==> config.mk <==
export PLATFORM = sky130hd
export DESIGN_NAME = mca_top
export DESIGN_NICKNAME = d
export VERILOG_FILES = /design/src/hdl/mca_pkg.sv /design/src/hdl/mca_breg.sv /design/src/hdl/mca_wrap.sv /design/src/hdl/mca_top.sv
export SDC_FILE = /design/constraint.sdc
export NUM_CORES = 1
export LEC_CHECK = 0
export ABC_CLOCK_PERIOD_IN_PS = 12940
export BUFFER_PORTS_ARGS = -buffer_cell sky130_fd_sc_hd__buf_2
export CAP_MARGIN = 30
export CORE_MARGIN = 10
export CORE_UTILIZATION = 32
export DETAILED_ROUTE_END_ITERATION = 12
export MAX_ROUTING_LAYER = met4
export PLACE_DENSITY_LB_ADDON = 0.15
export SLEW_MARGIN = 5
export SYNTH_ARGS = -nofsm -noshare
export SYNTH_HDL_FRONTEND = slang
export SYNTH_SLANG_ARGS = --single-unit
==> constraint.sdc <==
create_clock -name CLK_IN -period 12.94 [get_ports CLK_IN]
set_input_delay 1.941 -clock CLK_IN [delete_from_list [all_inputs] [get_ports CLK_IN]]
set_output_delay 1.941 -clock CLK_IN [all_outputs]
set_load 0.02 [all_outputs]
==> src/hdl/mca_pkg.sv <==
// constants and carrier types shared by the circular addressing block
// What this block does
// - one circular buffer in X, one in Y
// - X buffer also serves program space pointers
// - working registers 0 to 14 may be the pointer; select 15 turns the buffer off
// - start and end held in 16-bit registers
// - length derived from end minus start plus one
// - buffer may span 32K words, 64 Kbytes
// - Y addresses assume words, LSB forced clear
// - X select bits 3:0, enable bit 15
// - Y select bits 7:4, enable bit 14
// - power-of-two buffers checked at both bounds
package mca_pkg;

  // ************************************************************
  // register map, byte addresses on the wishbone port
  // ************************************************************
  localparam logic [7:0]  OFS_CTRL    = 8'h00;
  localparam logic [7:0]  OFS_XSTART  = 8'h04;
  localparam logic [7:0]  OFS_XEND    = 8'h08;
  localparam logic [7:0]  OFS_YSTART  = 8'h0C;
  localparam logic [7:0]  OFS_YEND    = 8'h10;
  localparam logic [7:0]  OFS_STATUS  = 8'h14;
  localparam logic [7:0]  OFS_WRAPCNT = 8'h18;

  // ************************************************************
  // control field layout and reset values
  // ************************************************************
  localparam int          XSEL_LSB    = 0;
  localparam int          YSEL_LSB    = 4;
  localparam int          YEN_BIT     = 14;
  localparam int          XEN_BIT     = 15;
  localparam logic [3:0]  SEL_OFF     = 4'hF;
  localparam logic [15:0] RST_CTRL    = 16'h00FF;
  localparam logic [15:0] RST_ADDR    = 16'h0000;
  localparam logic [15:0] RST_CNT     = 16'h0000;

  // ************************************************************
  // status field layout
  // ************************************************************
  localparam int          ST_XRD_WRAP = 0;
  localparam int          ST_XWR_WRAP = 1;
  localparam int          ST_Y_WRAP   = 2;
  localparam int          ST_X_ACT    = 8;
  localparam int          ST_Y_ACT    = 9;

  typedef logic [15:0] mca_word_t;

  // pointer update request from the execution unit
  typedef struct packed {
    logic       valid;
    logic       pspace;
    logic [3:0] wreg;
    mca_word_t  ptr;
    mca_word_t  step;
  } mca_req_s;

  // adjusted pointer returned to the address generator
  typedef struct packed {
    logic       valid;
    logic       pspace;
    logic [3:0] wreg;
    mca_word_t  ptr;
    logic       wrapped;
  } mca_rsp_s;

  // one buffer's configuration
  typedef struct packed {
    logic       en;
    logic [3:0] sel;
    mca_word_t  start;
    mca_word_t  stop;
  } mca_cfg_s;

endpackage

==> src/hdl/mca_breg.sv <==
// one 16-bit software register with byte lane write enables
module mca_breg #(
  parameter logic [15:0] RST_VAL = 16'h0000
) (
  input  wire logic        clk_in,
  input  wire logic        rst_b_in,
  input  wire logic        we_in,
  input  wire logic [1:0]  sel_in,
  input  wire logic [15:0] d_in,
  output logic      [15:0] q_out
);

  logic [15:0] val_r;
  logic [15:0] val_nxt;

  // merge only the written byte lanes
  always_comb begin
    val_nxt = val_r;
    if (we_in && sel_in[0]) begin
      val_nxt[7:0] = d_in[7:0];
    end
    if (we_in && sel_in[1]) begin
      val_nxt[15:8] = d_in[15:8];
    end
  end

  always_ff @(posedge clk_in or negedge rst_b_in) begin
    if (!rst_b_in) begin
      val_r <= RST_VAL;
    end else begin
      val_r <= val_nxt;
    end
  end

  assign q_out = val_r;

endmodule

==> src/hdl/mca_wrap.sv <==
// combinational modulo adjust of one pointer update against one buffer
module mca_wrap #(
  parameter bit WORD_ONLY = 1'b0
) (
  input  mca_pkg::mca_cfg_s cfg_in,
  input  mca_pkg::mca_req_s req_in,
  output mca_pkg::mca_rsp_s rsp_out
);

  logic [15:0] base;
  logic [16:0] sum;
  logic [16:0] len;
  logic [16:0] adj;
  logic        act;
  logic        up;
  logic        dn;
  logic        over;
  logic        under;

  // pointer plus signed step, with wrap when the buffer owns the register
  always_comb begin
    base = req_in.ptr;
    if (WORD_ONLY) begin
      base[0] = 1'b0;
    end
    act   = cfg_in.en && (cfg_in.sel != mca_pkg::SEL_OFF)
            && (req_in.wreg == cfg_in.sel);
    sum   = {1'b0, base} + {req_in.step[15], req_in.step};
    // 17 bits so a full 64 Kbyte buffer still has a length
    len   = {1'b0, cfg_in.stop} - {1'b0, cfg_in.start} + 17'h00001;
    up    = !req_in.step[15] && (req_in.step != 16'h0000);
    dn    = req_in.step[15];
    // both bounds always watched, so any direction works
    over  = up && (base <= cfg_in.stop)
            && (sum[16] || (sum[15:0] > cfg_in.stop));
    under = dn && (base >= cfg_in.start)
            && (sum[16] || (sum[15:0] < cfg_in.start));
    adj   = sum;
    if (act && over) begin
      adj = sum - len;
    end else if (act && under) begin
      adj = sum + len;
    end
    rsp_out.valid   = req_in.valid;
    rsp_out.pspace  = req_in.pspace;
    rsp_out.wreg    = req_in.wreg;
    rsp_out.ptr     = adj[15:0];
    rsp_out.wrapped = req_in.valid && act && (over || under);
  end

endmodule

==> src/hdl/mca_top.sv <==
// circular addressing unit: wishbone registers and three pointer adjust channels
//
// The implementer's own choices: register access over Wishbone and the register offsets.
module mca_top (
  input  wire logic              CLK_IN,
  input  wire logic              RST_B_IN,
  // wishbone classic slave
  input  wire logic              WB_CYC_IN,
  input  wire logic              WB_STB_IN,
  input  wire logic              WB_WE_IN,
  input  wire logic [7:0]        WB_ADR_IN,
  input  wire logic [3:0]        WB_SEL_IN,
  input  wire logic [31:0]       WB_DAT_IN,
  output logic      [31:0]       WB_DAT_OUT,
  output logic                   WB_ACK_OUT,
  // pointer update requests
  input  mca_pkg::mca_req_s      XRD_REQ_IN,
  input  mca_pkg::mca_req_s      XWR_REQ_IN,
  input  mca_pkg::mca_req_s      Y_REQ_IN,
  // adjusted pointers
  output mca_pkg::mca_rsp_s      XRD_RSP_OUT,
  output mca_pkg::mca_rsp_s      XWR_RSP_OUT,
  output mca_pkg::mca_rsp_s      Y_RSP_OUT,
  output logic                   X_ACTIVE_OUT,
  output logic                   Y_ACTIVE_OUT
);

  // ************************************************************
  // bus slave
  // ************************************************************

  logic        ack_r;
  logic        ack_nxt;
  logic [31:0] rdat_r;
  logic [31:0] rdat_nxt;
  logic        req_live;
  logic        wr_stb;
  logic [7:0]  adr_w;

  // word aligned decode; the two low address bits are ignored
  assign adr_w    = {WB_ADR_IN[7:2], 2'b00};
  assign req_live = WB_CYC_IN && WB_STB_IN;
  // a write lands on the edge where the master sees ack high
  assign wr_stb   = req_live && WB_WE_IN && ack_r;

  // ************************************************************
  // configuration registers
  // ************************************************************

  logic [15:0] ctrl_q;
  logic [15:0] xstart_q;
  logic [15:0] xend_q;
  logic [15:0] ystart_q;
  logic [15:0] yend_q;

  // only the low two byte lanes carry register bits
  mca_breg #(.RST_VAL(mca_pkg::RST_CTRL)) u_ctrl (
    .clk_in   (CLK_IN),
    .rst_b_in (RST_B_IN),
    .we_in    (wr_stb && (adr_w == mca_pkg::OFS_CTRL)),
    .sel_in   (WB_SEL_IN[1:0]),
    .d_in     (WB_DAT_IN[15:0]),
    .q_out    (ctrl_q)
  );

  // one start/end pair per space
  mca_breg #(.RST_VAL(mca_pkg::RST_ADDR)) u_xstart (
    .clk_in   (CLK_IN),
    .rst_b_in (RST_B_IN),
    .we_in    (wr_stb && (adr_w == mca_pkg::OFS_XSTART)),
    .sel_in   (WB_SEL_IN[1:0]),
    .d_in     (WB_DAT_IN[15:0]),
    .q_out    (xstart_q)
  );

  mca_breg #(.RST_VAL(mca_pkg::RST_ADDR)) u_xend (
    .clk_in   (CLK_IN),
    .rst_b_in (RST_B_IN),
    .we_in    (wr_stb && (adr_w == mca_pkg::OFS_XEND)),
    .sel_in   (WB_SEL_IN[1:0]),
    .d_in     (WB_DAT_IN[15:0]),
    .q_out    (xend_q)
  );

  mca_breg #(.RST_VAL(mca_pkg::RST_ADDR)) u_ystart (
    .clk_in   (CLK_IN),
    .rst_b_in (RST_B_IN),
    .we_in    (wr_stb && (adr_w == mca_pkg::OFS_YSTART)),
    .sel_in   (WB_SEL_IN[1:0]),
    .d_in     (WB_DAT_IN[15:0]),
    .q_out    (ystart_q)
  );

  mca_breg #(.RST_VAL(mca_pkg::RST_ADDR)) u_yend (
    .clk_in   (CLK_IN),
    .rst_b_in (RST_B_IN),
    .we_in    (wr_stb && (adr_w == mca_pkg::OFS_YEND)),
    .sel_in   (WB_SEL_IN[1:0]),
    .d_in     (WB_DAT_IN[15:0]),
    .q_out    (yend_q)
  );

  // ************************************************************
  // buffer configurations
  // ************************************************************

  mca_pkg::mca_cfg_s xcfg;
  mca_pkg::mca_cfg_s ycfg;

  // exactly one buffer per space; no third buffer exists
  always_comb begin
    xcfg.en    = ctrl_q[mca_pkg::XEN_BIT];
    xcfg.sel   = ctrl_q[mca_pkg::XSEL_LSB +: 4];
    xcfg.start = xstart_q;
    xcfg.stop  = xend_q;
    ycfg.en    = ctrl_q[mca_pkg::YEN_BIT];
    ycfg.sel   = ctrl_q[mca_pkg::YSEL_LSB +: 4];
    ycfg.start = ystart_q;
    ycfg.stop  = yend_q;
  end

  // ************************************************************
  // pointer adjust channels
  // ************************************************************

  mca_pkg::mca_rsp_s xrd_rsp;
  mca_pkg::mca_rsp_s xwr_rsp;
  mca_pkg::mca_rsp_s y_rsp;

  // the X pair serves data and program space alike
  // read and write generators share the X buffer
  mca_wrap #(.WORD_ONLY(1'b0)) u_xrd (
    .cfg_in  (xcfg),
    .req_in  (XRD_REQ_IN),
    .rsp_out (xrd_rsp)
  );

  mca_wrap #(.WORD_ONLY(1'b0)) u_xwr (
    .cfg_in  (xcfg),
    .req_in  (XWR_REQ_IN),
    .rsp_out (xwr_rsp)
  );

  // Y space works on words only
  mca_wrap #(.WORD_ONLY(1'b1)) u_y (
    .cfg_in  (ycfg),
    .req_in  (Y_REQ_IN),
    .rsp_out (y_rsp)
  );

  // ************************************************************
  // response registers
  // ************************************************************

  mca_pkg::mca_rsp_s xrd_rsp_r;
  mca_pkg::mca_rsp_s xwr_rsp_r;
  mca_pkg::mca_rsp_s y_rsp_r;
  mca_pkg::mca_rsp_s xrd_rsp_nxt;
  mca_pkg::mca_rsp_s xwr_rsp_nxt;
  mca_pkg::mca_rsp_s y_rsp_nxt;
  logic              xact_r;
  logic              yact_r;
  logic              xact_nxt;
  logic              yact_nxt;

  // results are registered once, costing one cycle of latency
  // but keeping the adder chain out of the generator's path
  always_comb begin
    xrd_rsp_nxt = xrd_rsp;
    xwr_rsp_nxt = xwr_rsp;
    y_rsp_nxt   = y_rsp;
    xact_nxt    = xcfg.en && (xcfg.sel != mca_pkg::SEL_OFF);
    yact_nxt    = ycfg.en && (ycfg.sel != mca_pkg::SEL_OFF);
  end

  always_ff @(posedge CLK_IN or negedge RST_B_IN) begin
    if (!RST_B_IN) begin
      xrd_rsp_r <= '0;
      xwr_rsp_r <= '0;
      y_rsp_r   <= '0;
      xact_r    <= 1'b0;
      yact_r    <= 1'b0;
    end else begin
      xrd_rsp_r <= xrd_rsp_nxt;
      xwr_rsp_r <= xwr_rsp_nxt;
      y_rsp_r   <= y_rsp_nxt;
      xact_r    <= xact_nxt;
      yact_r    <= yact_nxt;
    end
  end

  // ************************************************************
  // wrap status and wrap counter
  // ************************************************************

  logic [2:0]  wrap_r;
  logic [2:0]  wrap_nxt;
  logic [2:0]  wrap_set;
  logic [2:0]  wrap_clr;
  logic [15:0] cnt_r;
  logic [15:0] cnt_nxt;
  logic [1:0]  cnt_inc;

  // sticky flags; a wrap in the clearing cycle is kept
  always_comb begin
    wrap_set = {y_rsp.wrapped, xwr_rsp.wrapped, xrd_rsp.wrapped};
    wrap_clr = '0;
    if (wr_stb && (adr_w == mca_pkg::OFS_STATUS) && WB_SEL_IN[0]) begin
      wrap_clr = WB_DAT_IN[2:0];
    end
    wrap_nxt = (wrap_r & ~wrap_clr) | wrap_set;
  end

  // total wraps seen; any write clears, a same-cycle wrap still counts
  always_comb begin
    cnt_inc = 2'(wrap_set[0]) + 2'(wrap_set[1]) + 2'(wrap_set[2]);
    cnt_nxt = cnt_r;
    if (wr_stb && (adr_w == mca_pkg::OFS_WRAPCNT)) begin
      cnt_nxt = mca_pkg::RST_CNT;
    end
    cnt_nxt = cnt_nxt + 16'(cnt_inc);
  end

  always_ff @(posedge CLK_IN or negedge RST_B_IN) begin
    if (!RST_B_IN) begin
      wrap_r <= '0;
      cnt_r  <= mca_pkg::RST_CNT;
    end else begin
      wrap_r <= wrap_nxt;
      cnt_r  <= cnt_nxt;
    end
  end

  // ************************************************************
  // bus answer
  // ************************************************************

  // ack one cycle after the request, dropped in the next cycle;
  // unmapped words read zero and ignore writes
  always_comb begin
    ack_nxt  = req_live && !ack_r;
    rdat_nxt = '0;
    if (req_live && !ack_r && !WB_WE_IN) begin
      unique case (adr_w)
        mca_pkg::OFS_CTRL:    rdat_nxt[15:0] = ctrl_q;
        mca_pkg::OFS_XSTART:  rdat_nxt[15:0] = xstart_q;
        mca_pkg::OFS_XEND:    rdat_nxt[15:0] = xend_q;
        mca_pkg::OFS_YSTART:  rdat_nxt[15:0] = ystart_q;
        mca_pkg::OFS_YEND:    rdat_nxt[15:0] = yend_q;
        mca_pkg::OFS_STATUS: begin
          rdat_nxt[mca_pkg::ST_XRD_WRAP] = wrap_r[0];
          rdat_nxt[mca_pkg::ST_XWR_WRAP] = wrap_r[1];
          rdat_nxt[mca_pkg::ST_Y_WRAP]   = wrap_r[2];
          rdat_nxt[mca_pkg::ST_X_ACT]    = xact_r;
          rdat_nxt[mca_pkg::ST_Y_ACT]    = yact_r;
        end
        mca_pkg::OFS_WRAPCNT: rdat_nxt[15:0] = cnt_r;
        default:              rdat_nxt = '0;
      endcase
    end
  end

  always_ff @(posedge CLK_IN or negedge RST_B_IN) begin
    if (!RST_B_IN) begin
      ack_r  <= 1'b0;
      rdat_r <= '0;
    end else begin
      ack_r  <= ack_nxt;
      rdat_r <= rdat_nxt;
    end
  end

  // ************************************************************
  // outputs, all straight from flip-flops
  // ************************************************************

  assign WB_ACK_OUT   = ack_r;
  assign WB_DAT_OUT   = rdat_r;
  assign XRD_RSP_OUT  = xrd_rsp_r;
  assign XWR_RSP_OUT  = xwr_rsp_r;
  assign Y_RSP_OUT    = y_rsp_r;
  assign X_ACTIVE_OUT = xact_r;
  assign Y_ACTIVE_OUT = yact_r;

endmodule

# Yosys cells after proc, flatten, opt, wreduce, memory -nomap -nowiden
# Cells that the tools add are included.
[word_totals]
input_bits = 163
out_inout_bits = 104
register_bits = 187
[op_classes]
order_cmp = 12
reduce_logical = 73
muxes = 13
eq_ne = 11
bitwise = 3
n_addsub = 16
[ops]
columns = ["operator", "count"]
rows = [
  ["$mux 16", 8],
  ["$sub 16x16->16", 5],
  ["$logic_and 1x1->1", 55],
  ["$add 16x17->17", 3],
  ["$add 16x16->16", 3],
  ["$ge 16x16->1", 3],
  ["$gt 16x16->1", 3],
  ["$le 16x16->1", 3],
  ["$lt 16x16->1", 3],
  ["$reduce_bool 16->1", 3],
  ["$pmux 6 s6", 1],
  ["$add 16x1->16 const B", 2],
  ["$pmux 5 s6", 1],
  ["$pmux 3 s7", 1],
  ["$eq 6x3->1 const B", 3],
  ["$add 16x2->16", 1],
  ["$pmux 2 s7", 1],
  ["$eq 4x4->1", 3],
  ["$eq 6x2->1 const B", 2],
  ["$logic_or 1x1->1", 9],
  ["$logic_not 8->1", 1],
  ["$ne 4x4->1 const B", 2],
  ["$eq 6x1->1 const B", 1],
  ["$logic_not 1->1", 5],
  ["6 further kinds", 6],
]

# Logic depth before layout (Yosys ltp)
# Gate-level depths: netlist (run 1).
[depth]
depth_word = 9
mapped_depth = 30
ltp_nobuf = 29

# Cells and area by module
# A second synthesis (run 1) with hierarchy kept.
[hier_totals]
hier_cells = 2422
hier_area_um2 = 21798.4
[by_module_without_submodules]
columns = ["mod", "area_each_um2", "cells_each", "seq_area_each_um2", "n_inst"]
rows = [
  ["mca_wrap at u_y", 4919.7, 649, 0.0, 1],
  ["mca_wrap at u_xrd", 4858.4, 659, 0.0, 1],
  ["mca_wrap at u_xwr", 4782.1, 619, 0.0, 1],
  ["mca_top", 4262.8, 325, 2677.6, 1],
  ["mca_breg at u_xend ...", 593.1, 34, 400.4, 4],
  ["mca_breg at u_ctrl", 603.1, 34, 410.4, 1],
]

# Worst setup path after synthesis (run 1)
# No wires, ideal clock.
[synth_timing]
kind = "input port to flip-flop"
start = "input Y_REQ_IN[1] in the netlist's numbering"
end = "register cnt_r[12]"
cell_stages = 30
setup_ns = 0.132
n_path_buf = 1
slack_ns = 5.509
required_time_ns = 12.808
arrival_time_ns = 7.299
path_cell_list = "ha_1 > inv_1 > fa_1 > nor2b_1 > o21ai_1 > a21boi_1 > o21ai_1 > a21oi_1 > o21ai_0 > nor2b_1 > xnor2_1 > ha_1 > a211oi_1 > o21ai_1 > o211ai_1 > a21oi_1 > or3_1 > a221o_1 > nand2_1 > buf_2 > nand2_1 > fa_1 > inv_1 > ha_1 > fa_1 > and3_1 > nor3b_1 > nand3_1 > xor2_1 > nor2_1"
[synth_between]
elab_chain_cells = 8
[synth_lines]
columns = ["element", "line_no", "rtl"]
rows = [
  ["from (decl)", "mca_top.sv:19", "input mca_pkg::mca_req_s Y_REQ_IN,"],
  ["$add 16x17->17 or $reduce_bool 16->1 (tied branches)", "mca_wrap.sv:28, mca_wrap.sv:31", ""],
  ["$gt 16x16->1, or another cell as far along", "mca_wrap.sv:35", "&& (sum[16] || (sum[15:0] > cfg_in.stop));"],
  ["$logic_or 1x1->1, or another cell as far along", "mca_wrap.sv:35", ""],
  ["$logic_and 1x1->1 (on tied branches)", "mca_wrap.sv:35, mca_wrap.sv:37", ""],
  ["$logic_or 1x1->1 (*)", "mca_wrap.sv:48", "rsp_out.wrapped = req_in.valid && act && (over || under);"],
  ["$logic_and 1x1->1 (*)", "mca_wrap.sv:48", ""],
  ["$add 2x1->2 (*)", "mca_top.sv:216", "cnt_inc = 2'(wrap_set[0]) + 2'(wrap_set[1]) + 2'(wrap_set[2]);"],
  ["$add 16x2->16 (*)", "mca_top.sv:221", "cnt_nxt = cnt_nxt + 16'(cnt_inc);"],
  ["named net cnt_nxt[12]", "mca_top.sv:201", "logic [15:0] cnt_nxt;"],
  ["to (signal assigned)", "mca_top.sv:227", "cnt_r <= mca_pkg::RST_CNT;"],
  ["to (signal assigned)", "mca_top.sv:230", "cnt_r <= cnt_nxt;"],
  ["to (decl)", "mca_top.sv:200", "logic [15:0] cnt_r;"],
]
# The timed path passes the listed nets; every way through them passes the cells marked *.
# A chain may end at the register's enable or synchronous reset.

# Final worst setup path (run 1)
[layout_timing]
start = "input Y_REQ_IN[17] in the netlist's numbering"
end = "register cnt_r[12]"
[layout_between]
elab_chain_cells = 8
[layout_lines]
columns = ["element", "line_no", "rtl"]
rows = [
  ["$add 16x17->17", "mca_wrap.sv:28", "sum = {1'b0, base} + {req_in.step[15], req_in.step};"],
  ["$gt 16x16->1 or $lt 16x16->1 (tied branches)", "mca_wrap.sv:35, mca_wrap.sv:37", ""],
  ["$logic_or 1x1->1 (on tied branches)", "mca_wrap.sv:35, mca_wrap.sv:37", ""],
  ["$logic_and 1x1->1 (on tied branches)", "mca_wrap.sv:35, mca_wrap.sv:37", ""],
  ["$logic_or 1x1->1 (*)", "mca_wrap.sv:48", ""],
  ["$logic_and 1x1->1 (*)", "mca_wrap.sv:48", ""],
  ["$add 2x1->2 (*)", "mca_top.sv:216", ""],
  ["$add 16x2->16 (*)", "mca_top.sv:221", ""],
  ["named net cnt_nxt[12]", "mca_top.sv:201", ""],
]
# Marks and branches as above.

==> results of run 1 <==
[worst max-delay path, delay by kind of cell]
kind,cells,cell delay [ns]
buffers and inverters,4,0.67
XOR/XNOR,2,0.68
AND/OR/NAND/NOR,8,2.01
AO/OA/AOI/OAI,10,1.91
adder cells (fa/ha/maj),6,1.83
[cell type report]
cell class / instances / area [um2] / area share, %
multi-input cells: 1792 / 14140 / 62.73
flip-flops and latches: 187 / 4690 / 20.80
repair buffers: 246 / 1323 / 5.867
well taps: 790 / 988.4 / 4.385
inverters: 197 / 739.5 / 3.280
clock buffers: 17 / 425.4 / 1.887
clock inverters: 15 / 227.7 / 1.010
diodes: 3 / 7.507 / 0.03330
[sequential cells by signal (all words and copies together) (netlist names)]
| signal | flops |
|---|---|
| XWR_RSP_OUT | 23 |
| Y_ACTIVE_OUT | 1 |
| cnt_r | 16 |
| u_yend.q_out | 16 |
| u_ctrl.q_out | 16 |
| Y_RSP_OUT | 23 |
| X_ACTIVE_OUT | 1 |
| XRD_RSP_OUT | 23 |
| WB_ACK_OUT | 1 |
| wrap_r | 3 |
| WB_DAT_OUT | 16 |
| u_ystart.q_out | 16 |
| u_xend.q_out | 16 |
| u_xstart.q_out | 16 |
[stage by stage]
stage | util [%] | power, W | std cells | worst slack [ns] | area, um2
final | 36.66 | 0.002259 | 3247 | 4.256 | 22540
after global routing | 36.66 | 0.002424 | 3247 | 3.758 | 22540
after CTS | 36.61 | 0.002281 | 3243 | 4.341 | 22510
after detailed placement | 35.54 | 0.001662 | 3211 | 3.837 | 21850
after global placement | 35.50 | 0.001641 | 3210 | 3.896 | 21830
after floorplan | - | 0.001343 | 2234 | 5.509 | 19870
[metal layers]
metal	up-vias	wire length, um
met5	-	0
met4	0	2125
met3	100	2509
met2	399	36960
met1	8529	30120
li1	8598	-
[synthesized netlist by cell type (9+ instances only)]
cell type | n | area share (%)
o21ai_1 | 43 | 1.1
nand3_1 | 49 | 1.2
nor4_1 | 21 | 0.66
or2_2 | 9 | 0.28
a22oi_1 | 39 | 1.5
nand2_1 | 113 | 2.1
xor2_1 | 39 | 1.7
nand2b_1 | 42 | 1.3
nor2b_1 | 47 | 1.5
a21o_1 | 59 | 2.2
nor3_1 | 44 | 1.1
a221oi_1 | 14 | 0.62
o21bai_1 | 22 | 0.83
o221ai_1 | 15 | 0.66
fa_1 | 13 | 1.3
xnor2_1 | 65 | 2.9
nand4_1 | 25 | 0.79
clkbuf_1 | 23 | 0.44
or3_1 | 15 | 0.47
a211o_1 | 15 | 0.66
buf_2 | 11 | 0.28
o22ai_1 | 25 | 0.79
o21ai_0 | 43 | 1.1
dfrtp_1 | 179 | 23
o211ai_1 | 15 | 0.57
and3_1 | 23 | 0.73
inv_1 | 197 | 3.7
o31ai_1 | 13 | 0.49
a31oi_1 | 19 | 0.60
buf_4 | 18 | 0.68
a211oi_1 | 22 | 0.83
a21oi_1 | 162 | 4.1
nor2_1 | 145 | 2.7
ha_1 | 384 | 24
mux2i_1 | 14 | 0.71
o21a_1 | 21 | 0.80
mux2_2 | 80 | 4.5
[where the power goes]
group          leakage (nW)  switching [W]  internal [W]  total (W)
Clock                 0.316       0.000329      0.000277   0.000606
Sequential             2.42      0.0000101      0.000620   0.000630
Combinational          7.99       0.000636      0.000387    0.00102
Total                  10.7       0.000974       0.00128    0.00226
[path summary, 6_finish.rpt]
kind | startpoint | to | slack, ns | cells past startpoint
max in group asynchronous | RST_B_IN | u_ctrl.q_out[7]$_DFFE_PN1P_ | 10.16 | 4
min in group asynchronous | RST_B_IN | XWR_RSP_OUT[6]$_DFF_PN0_ | 1.36 | 1
setup / recovery | Y_REQ_IN[17] | cnt_r[12]$_DFF_PN0_ | 4.26 | 30
hold / removal | wrap_r[2]$_DFF_PN0_ | wrap_r[2]$_DFF_PN0_ | 0.50 | 2
setup reg to reg | u_xstart.q_out[13]$_DFFE_PN0P_ | cnt_r[12]$_DFF_PN0_ | 6.96 | 19
hold reg to reg | wrap_r[2]$_DFF_PN0_ | wrap_r[2]$_DFF_PN0_ | 0.50 | 2
[logic make-up after synthesis]
group / count (synthesis) / share of synthesized area (%)
other cells: 1 / 0.01893
simple gates: 555 / 13.82
mux: 96 / 5.386
xor+xnor: 104 / 4.597
fa+ha+maj: 397 / 25.56
buf+inv: 255 / 5.355
compound gates: 624 / 21.59
flops: 187 / 23.67
==> results_dict.tcl, run 1 <==
set metrics [dict create \
    period_share_pct 67.11 \
    dieWidth_um 268.8 \
    cap_violations 0 \
    synth_edf_count 0 \
    worstHoldPathType "flop to flop" \
    totalNegativeSetupSlack_ns 0 \
    slew-limit-headroom_pct 28.58 \
    clock_skew_ns 0.02242 \
    dr.first_iter.drc_count 980 \
    drt_first_pass_iters 5 \
    syn_inst 2219 \
    cp_slowest_cell "xor2_1" \
    grt_pass1_vias 18040 \
    final_cell_mix "384 x ha_1, 228 x buf_2, 197 x inv_1" \
    cts_tree "built" \
    grt_max_degree 108 \
    grt_util_met2_pct 35.83 \
    finalWeightedCongestion 0.9043 \
    end_kind "flop" \
    clk_path_buf_depth 2 \
    floorplan.rows 91 \
    cts-htree-levels 4 \
    viasPerCell 5.428 \
    antenna_found_initial 4 \
    async_reset_ff_share_pct 100.0 \
    syn_area_um2 19810 \
    power.leakage_nw 10.72 \
    drive_gt1_share_pct 16.10 \
    overflow 0 \
    busiest_layer "met2" \
    ir_drop_mv 0.1073 \
    rsz0062_at_grt "no" \
    fmax_mhz 115.2 \
    num-fill-cells 6355 \
    drc 0 \
    clkLatencyLatePin_ns 0.50 \
    dp_hpwl_um 59150 \
    cp_max_fo 33 \
    hold_slack_ns 0.4963 \
    period_needed_ns 8.684 \
    cp-start-kind "primary input" \
    postCtsHoldBufs 0 \
    io_buffers 229 \
    synthFlopType "dfrtp_1" \
    worstPathArrival_ns 9.07 \
    grt_util_met1_pct 23.33 \
    die-area_um2 72270 \
    ctsResizeCount 0 \
    nNetsFinal 3001 \
    cts_made_buffers 17 \
    ys_ff_latch 187 \
    routed_wl_um 71710 \
    initial_core_util_pct 32.23 \
    avgSynthCellArea_um2 8.929 \
    worst_slew_pin_slew_ns 1.064 \
    finalHoldViolCount 0 \
    post_cts_buffers 0 \
    clk_pin_slew_worst_paths_ns 0.08 \
    yosys_warnings 0 \
    wl_per_cell_um 22.09 \
    setup_viol 0 \
    status "finished, final reports clean" \
    crit_type "primary input to flop" \
    final_common_cell "ha_1" \
    die-height_um 268.8 \
    max_stage_delay_ns 0.50 \
    grtUsageTotal_pct 20.24 \
    cts_root_buffer "clkbuf_16" \
    pin_count 267 \
    core-area_um2 61480 \
    vias 17630 \
    grt_pass1_wl_um 108000 \
    ant_nets 0 \
    maxSlewViolCount 0 \
    syn_to_final_growth_pct 13.77 \
    cts.sinks 187 \
    p_per_area_nw_per_um2 100.2 \
    met3_usage_pct 2.617 \
    cp.required_ns 13.32 \
    netlist-cell-type-count 89 \
    synth_seq_area_share_pct 23.67 \
]
Note: power is estimated with default switching activity, not from simulation.
==> run 2, diff against run 1 <==
--- a/config.mk
+++ b/config.mk
@@ -5,7 +5,7 @@
 export SDC_FILE = /design/constraint.sdc
 export NUM_CORES = 1
 export LEC_CHECK = 0
-export ABC_CLOCK_PERIOD_IN_PS = 12940
+export ABC_CLOCK_PERIOD_IN_PS = 7860
 export BUFFER_PORTS_ARGS = -buffer_cell sky130_fd_sc_hd__buf_2
 export CAP_MARGIN = 30
 export CORE_MARGIN = 10
==> constraint.sdc (replaced) <==
create_clock -name CLK_IN -period 7.86 [get_ports CLK_IN]
set_input_delay 1.179 -clock CLK_IN [delete_from_list [all_inputs] [get_ports CLK_IN]]
set_output_delay 1.179 -clock CLK_IN [all_outputs]
set_load 0.02 [all_outputs]
==> run 2 against run 1 <==
  * Total power up 66%
  * Global-route usage grew 0.27 points
  * Combinational power increased by 68%
  * Sequential power rose by 65%
  * Via count grew 0.75%
  * Critical path type unchanged
  * Largest cell class unchanged
  * Cell count rose by 0.62%
  * Register-to-register slack worse by 4.4 ns
  * Die area unchanged
  * Non-clock buffer count increased by 22
  * Clock skew decreased by 0.0046 ns
  * Clock-buffer cell count did not move
  * Largest power group unchanged
  * Setup slack worse by 3.4 ns
==> results_dict.tcl, run 2 (synthesis gave the netlist of run 1 again) <==
set metrics [dict create \
    status "finished, final reports clean" \
    cp_max_fo 4 \
    clock_skew_ns 0.01784 \
    drc 0 \
    drt_first_pass_iters 6 \
    max_stage_delay_ns 0.52 \
    r2r_slack_ns 2.52 \
    rr_startpoint "u_xstart.q_out[2]$_DFFE_PN0P_" \
    cp_top_family "simple AND/OR/NAND/NOR gates" \
    slew-limit-headroom_pct 33.15 \
    dr.first_iter.drc_count 1032 \
    dp_cells 3234 \
    floorplan.rows 91 \
    drive_gt1_share_pct 16.84 \
    postCtsHoldBufs 0 \
    ctsResizeCount 0 \
    initial_core_util_pct 32.23 \
    crit-reg2reg-capture "XRD_RSP_OUT[16]$_DFF_PN0_" \
    crit_type "primary input to flop" \
    fin_ws_ns 0.8308 \
    crit_buf_inv 3 \
    ir_drop_mv 0.1864 \
    worst_slew_pin_slew_ns 0.9774 \
    syn_to_final_growth_pct 14.42 \
    period_needed_ns 7.029 \
    cts_root_buffer "clkbuf_16" \
    dp_hpwl_um 59960 \
    grtUsageTotal_pct 20.51 \
    hp-start "wrap_r[0]$_DFF_PN0_" \
    final_cell_mix "384 x ha_1, 228 x buf_2, 197 x inv_1" \
    p_per_area_nw_per_um2 165.6 \
    clk_pin_slew_worst_paths_ns 0.08 \
    routed_wl_um 72240 \
    viasPerCell 5.436 \
    totalNegativeSetupSlack_ns 0 \
    worstHoldPathType "flop to flop" \
    setup_viol 0 \
    finalHoldViolCount 0 \
    cp-start-kind "primary input" \
    wl_per_cell_um 22.11 \
    dieWidth_um 268.8 \
    fmax_mhz 142.3 \
    worstPathArrival_ns 7.42 \
    holdPathEnd "wrap_r[0]$_DFF_PN0_" \
    clkLatencyLatePin_ns 0.52 \
    finalWeightedCongestion 0.9171 \
    post_cts_buffers 0 \
    clk_path_buf_depth 2 \
    grt_pass1_wl_um 109500 \
    core-area_um2 61480 \
    end_kind "flop" \
    pin_count 267 \
    hold_depth 2 \
    final_cells 3267 \
    cap_violations 0 \
    cp_slowest_cell "fa_1" \
    cp.required_ns 8.25 \
    die-area_um2 72270 \
    rsz0062_at_grt "no" \
    period_share_pct 89.43 \
    overflow 0 \
    nNetsFinal 3023 \
    maxSlewViolCount 0 \
    cts_made_buffers 17 \
    grt_pass1_vias 18270 \
    antenna_found_initial 1 \
    ant_nets 0 \
    die-height_um 268.8 \
    io_buffers 229 \
    grt_max_degree 67 \
    vias 17760 \
    cts-htree-levels 4 \
    cts.sinks 187 \
    power.leakage_nw 10.82 \
    r2r_cells 21 \
    dp_slack_ns 0.3676 \
    final_common_cell "ha_1" \
    hold_slack_ns 0.4902 \
    cts_tree "built" \
]
run 2: routing by layer:
layer  global-route usage [%]  routed length, um  up-vias
met4                    6.331               1814        0
met1                    23.34              30390     8656
met5                        -                  0        -
met3                    2.334               2054       90
li1                         -                  -     8647
met2                    37.13              37990      366
run 2: stage by stage:
| stage | cell area (um2) | utilization (%) | power (W) |
|---|---|---|---|
| 2_1_floorplan | 19870 | - | 0.002212 |
| 3_3_place_gp | 22000 | 35.78 | 0.002734 |
| 3_5_place_dp | 22020 | 35.81 | 0.002766 |
| 4_1_cts | 22670 | 36.87 | 0.003789 |
| 5_1_grt | 22670 | 36.87 | 0.004034 |
| 6_report | 22670 | 36.87 | 0.003754 |
run 2: area by class of cell:
class                      count  area [um2]
fill                        6364       38810
inverter                     197       739.5
clock inverter                15       224.0
multi-input combinational   1792       14140
sequential                   187        4690
antenna                        1       2.502
clock buffer                  17       425.4
tap                          790       988.4
timing repair buffer         268        1460
run 2: worst min-delay path, delay by kind of cell, from the launching register on:
family | cells | cell delay, ns
flops | 1 | 0.36
simple gates | 2 | 0.10
run 2: report_power, final:
| part | switching, W | leakage [nW] | internal (W) |
|---|---|---|---|
| Clock | 0.000547 | 0.313 | 0.000454 |
| Sequential | 0.0000176 | 2.42 | 0.00102 |
| Combinational | 0.00105 | 8.08 | 0.000660 |
| Total | 0.00162 | 10.8 | 0.00213 |
run 2: worst max path at each step:
stage	startpoint	end	slack [ns]	cells after the start
2_1_floorplan	Y_REQ_IN[1]	cnt_r[14]$_DFF_PN0_	1.19	30
3_3_place_gp	Y_REQ_IN[17]	cnt_r[14]$_DFF_PN0_	0.45	31
3_5_place_dp	Y_REQ_IN[17]	cnt_r[14]$_DFF_PN0_	0.37	30
4_1_cts	Y_REQ_IN[17]	cnt_r[14]$_DFF_PN0_	0.88	30
5_1_grt	Y_REQ_IN[17]	cnt_r[14]$_DFF_PN0_	0.47	30
6_report	Y_REQ_IN[17]	cnt_r[12]$_DFF_PN0_	0.83	30
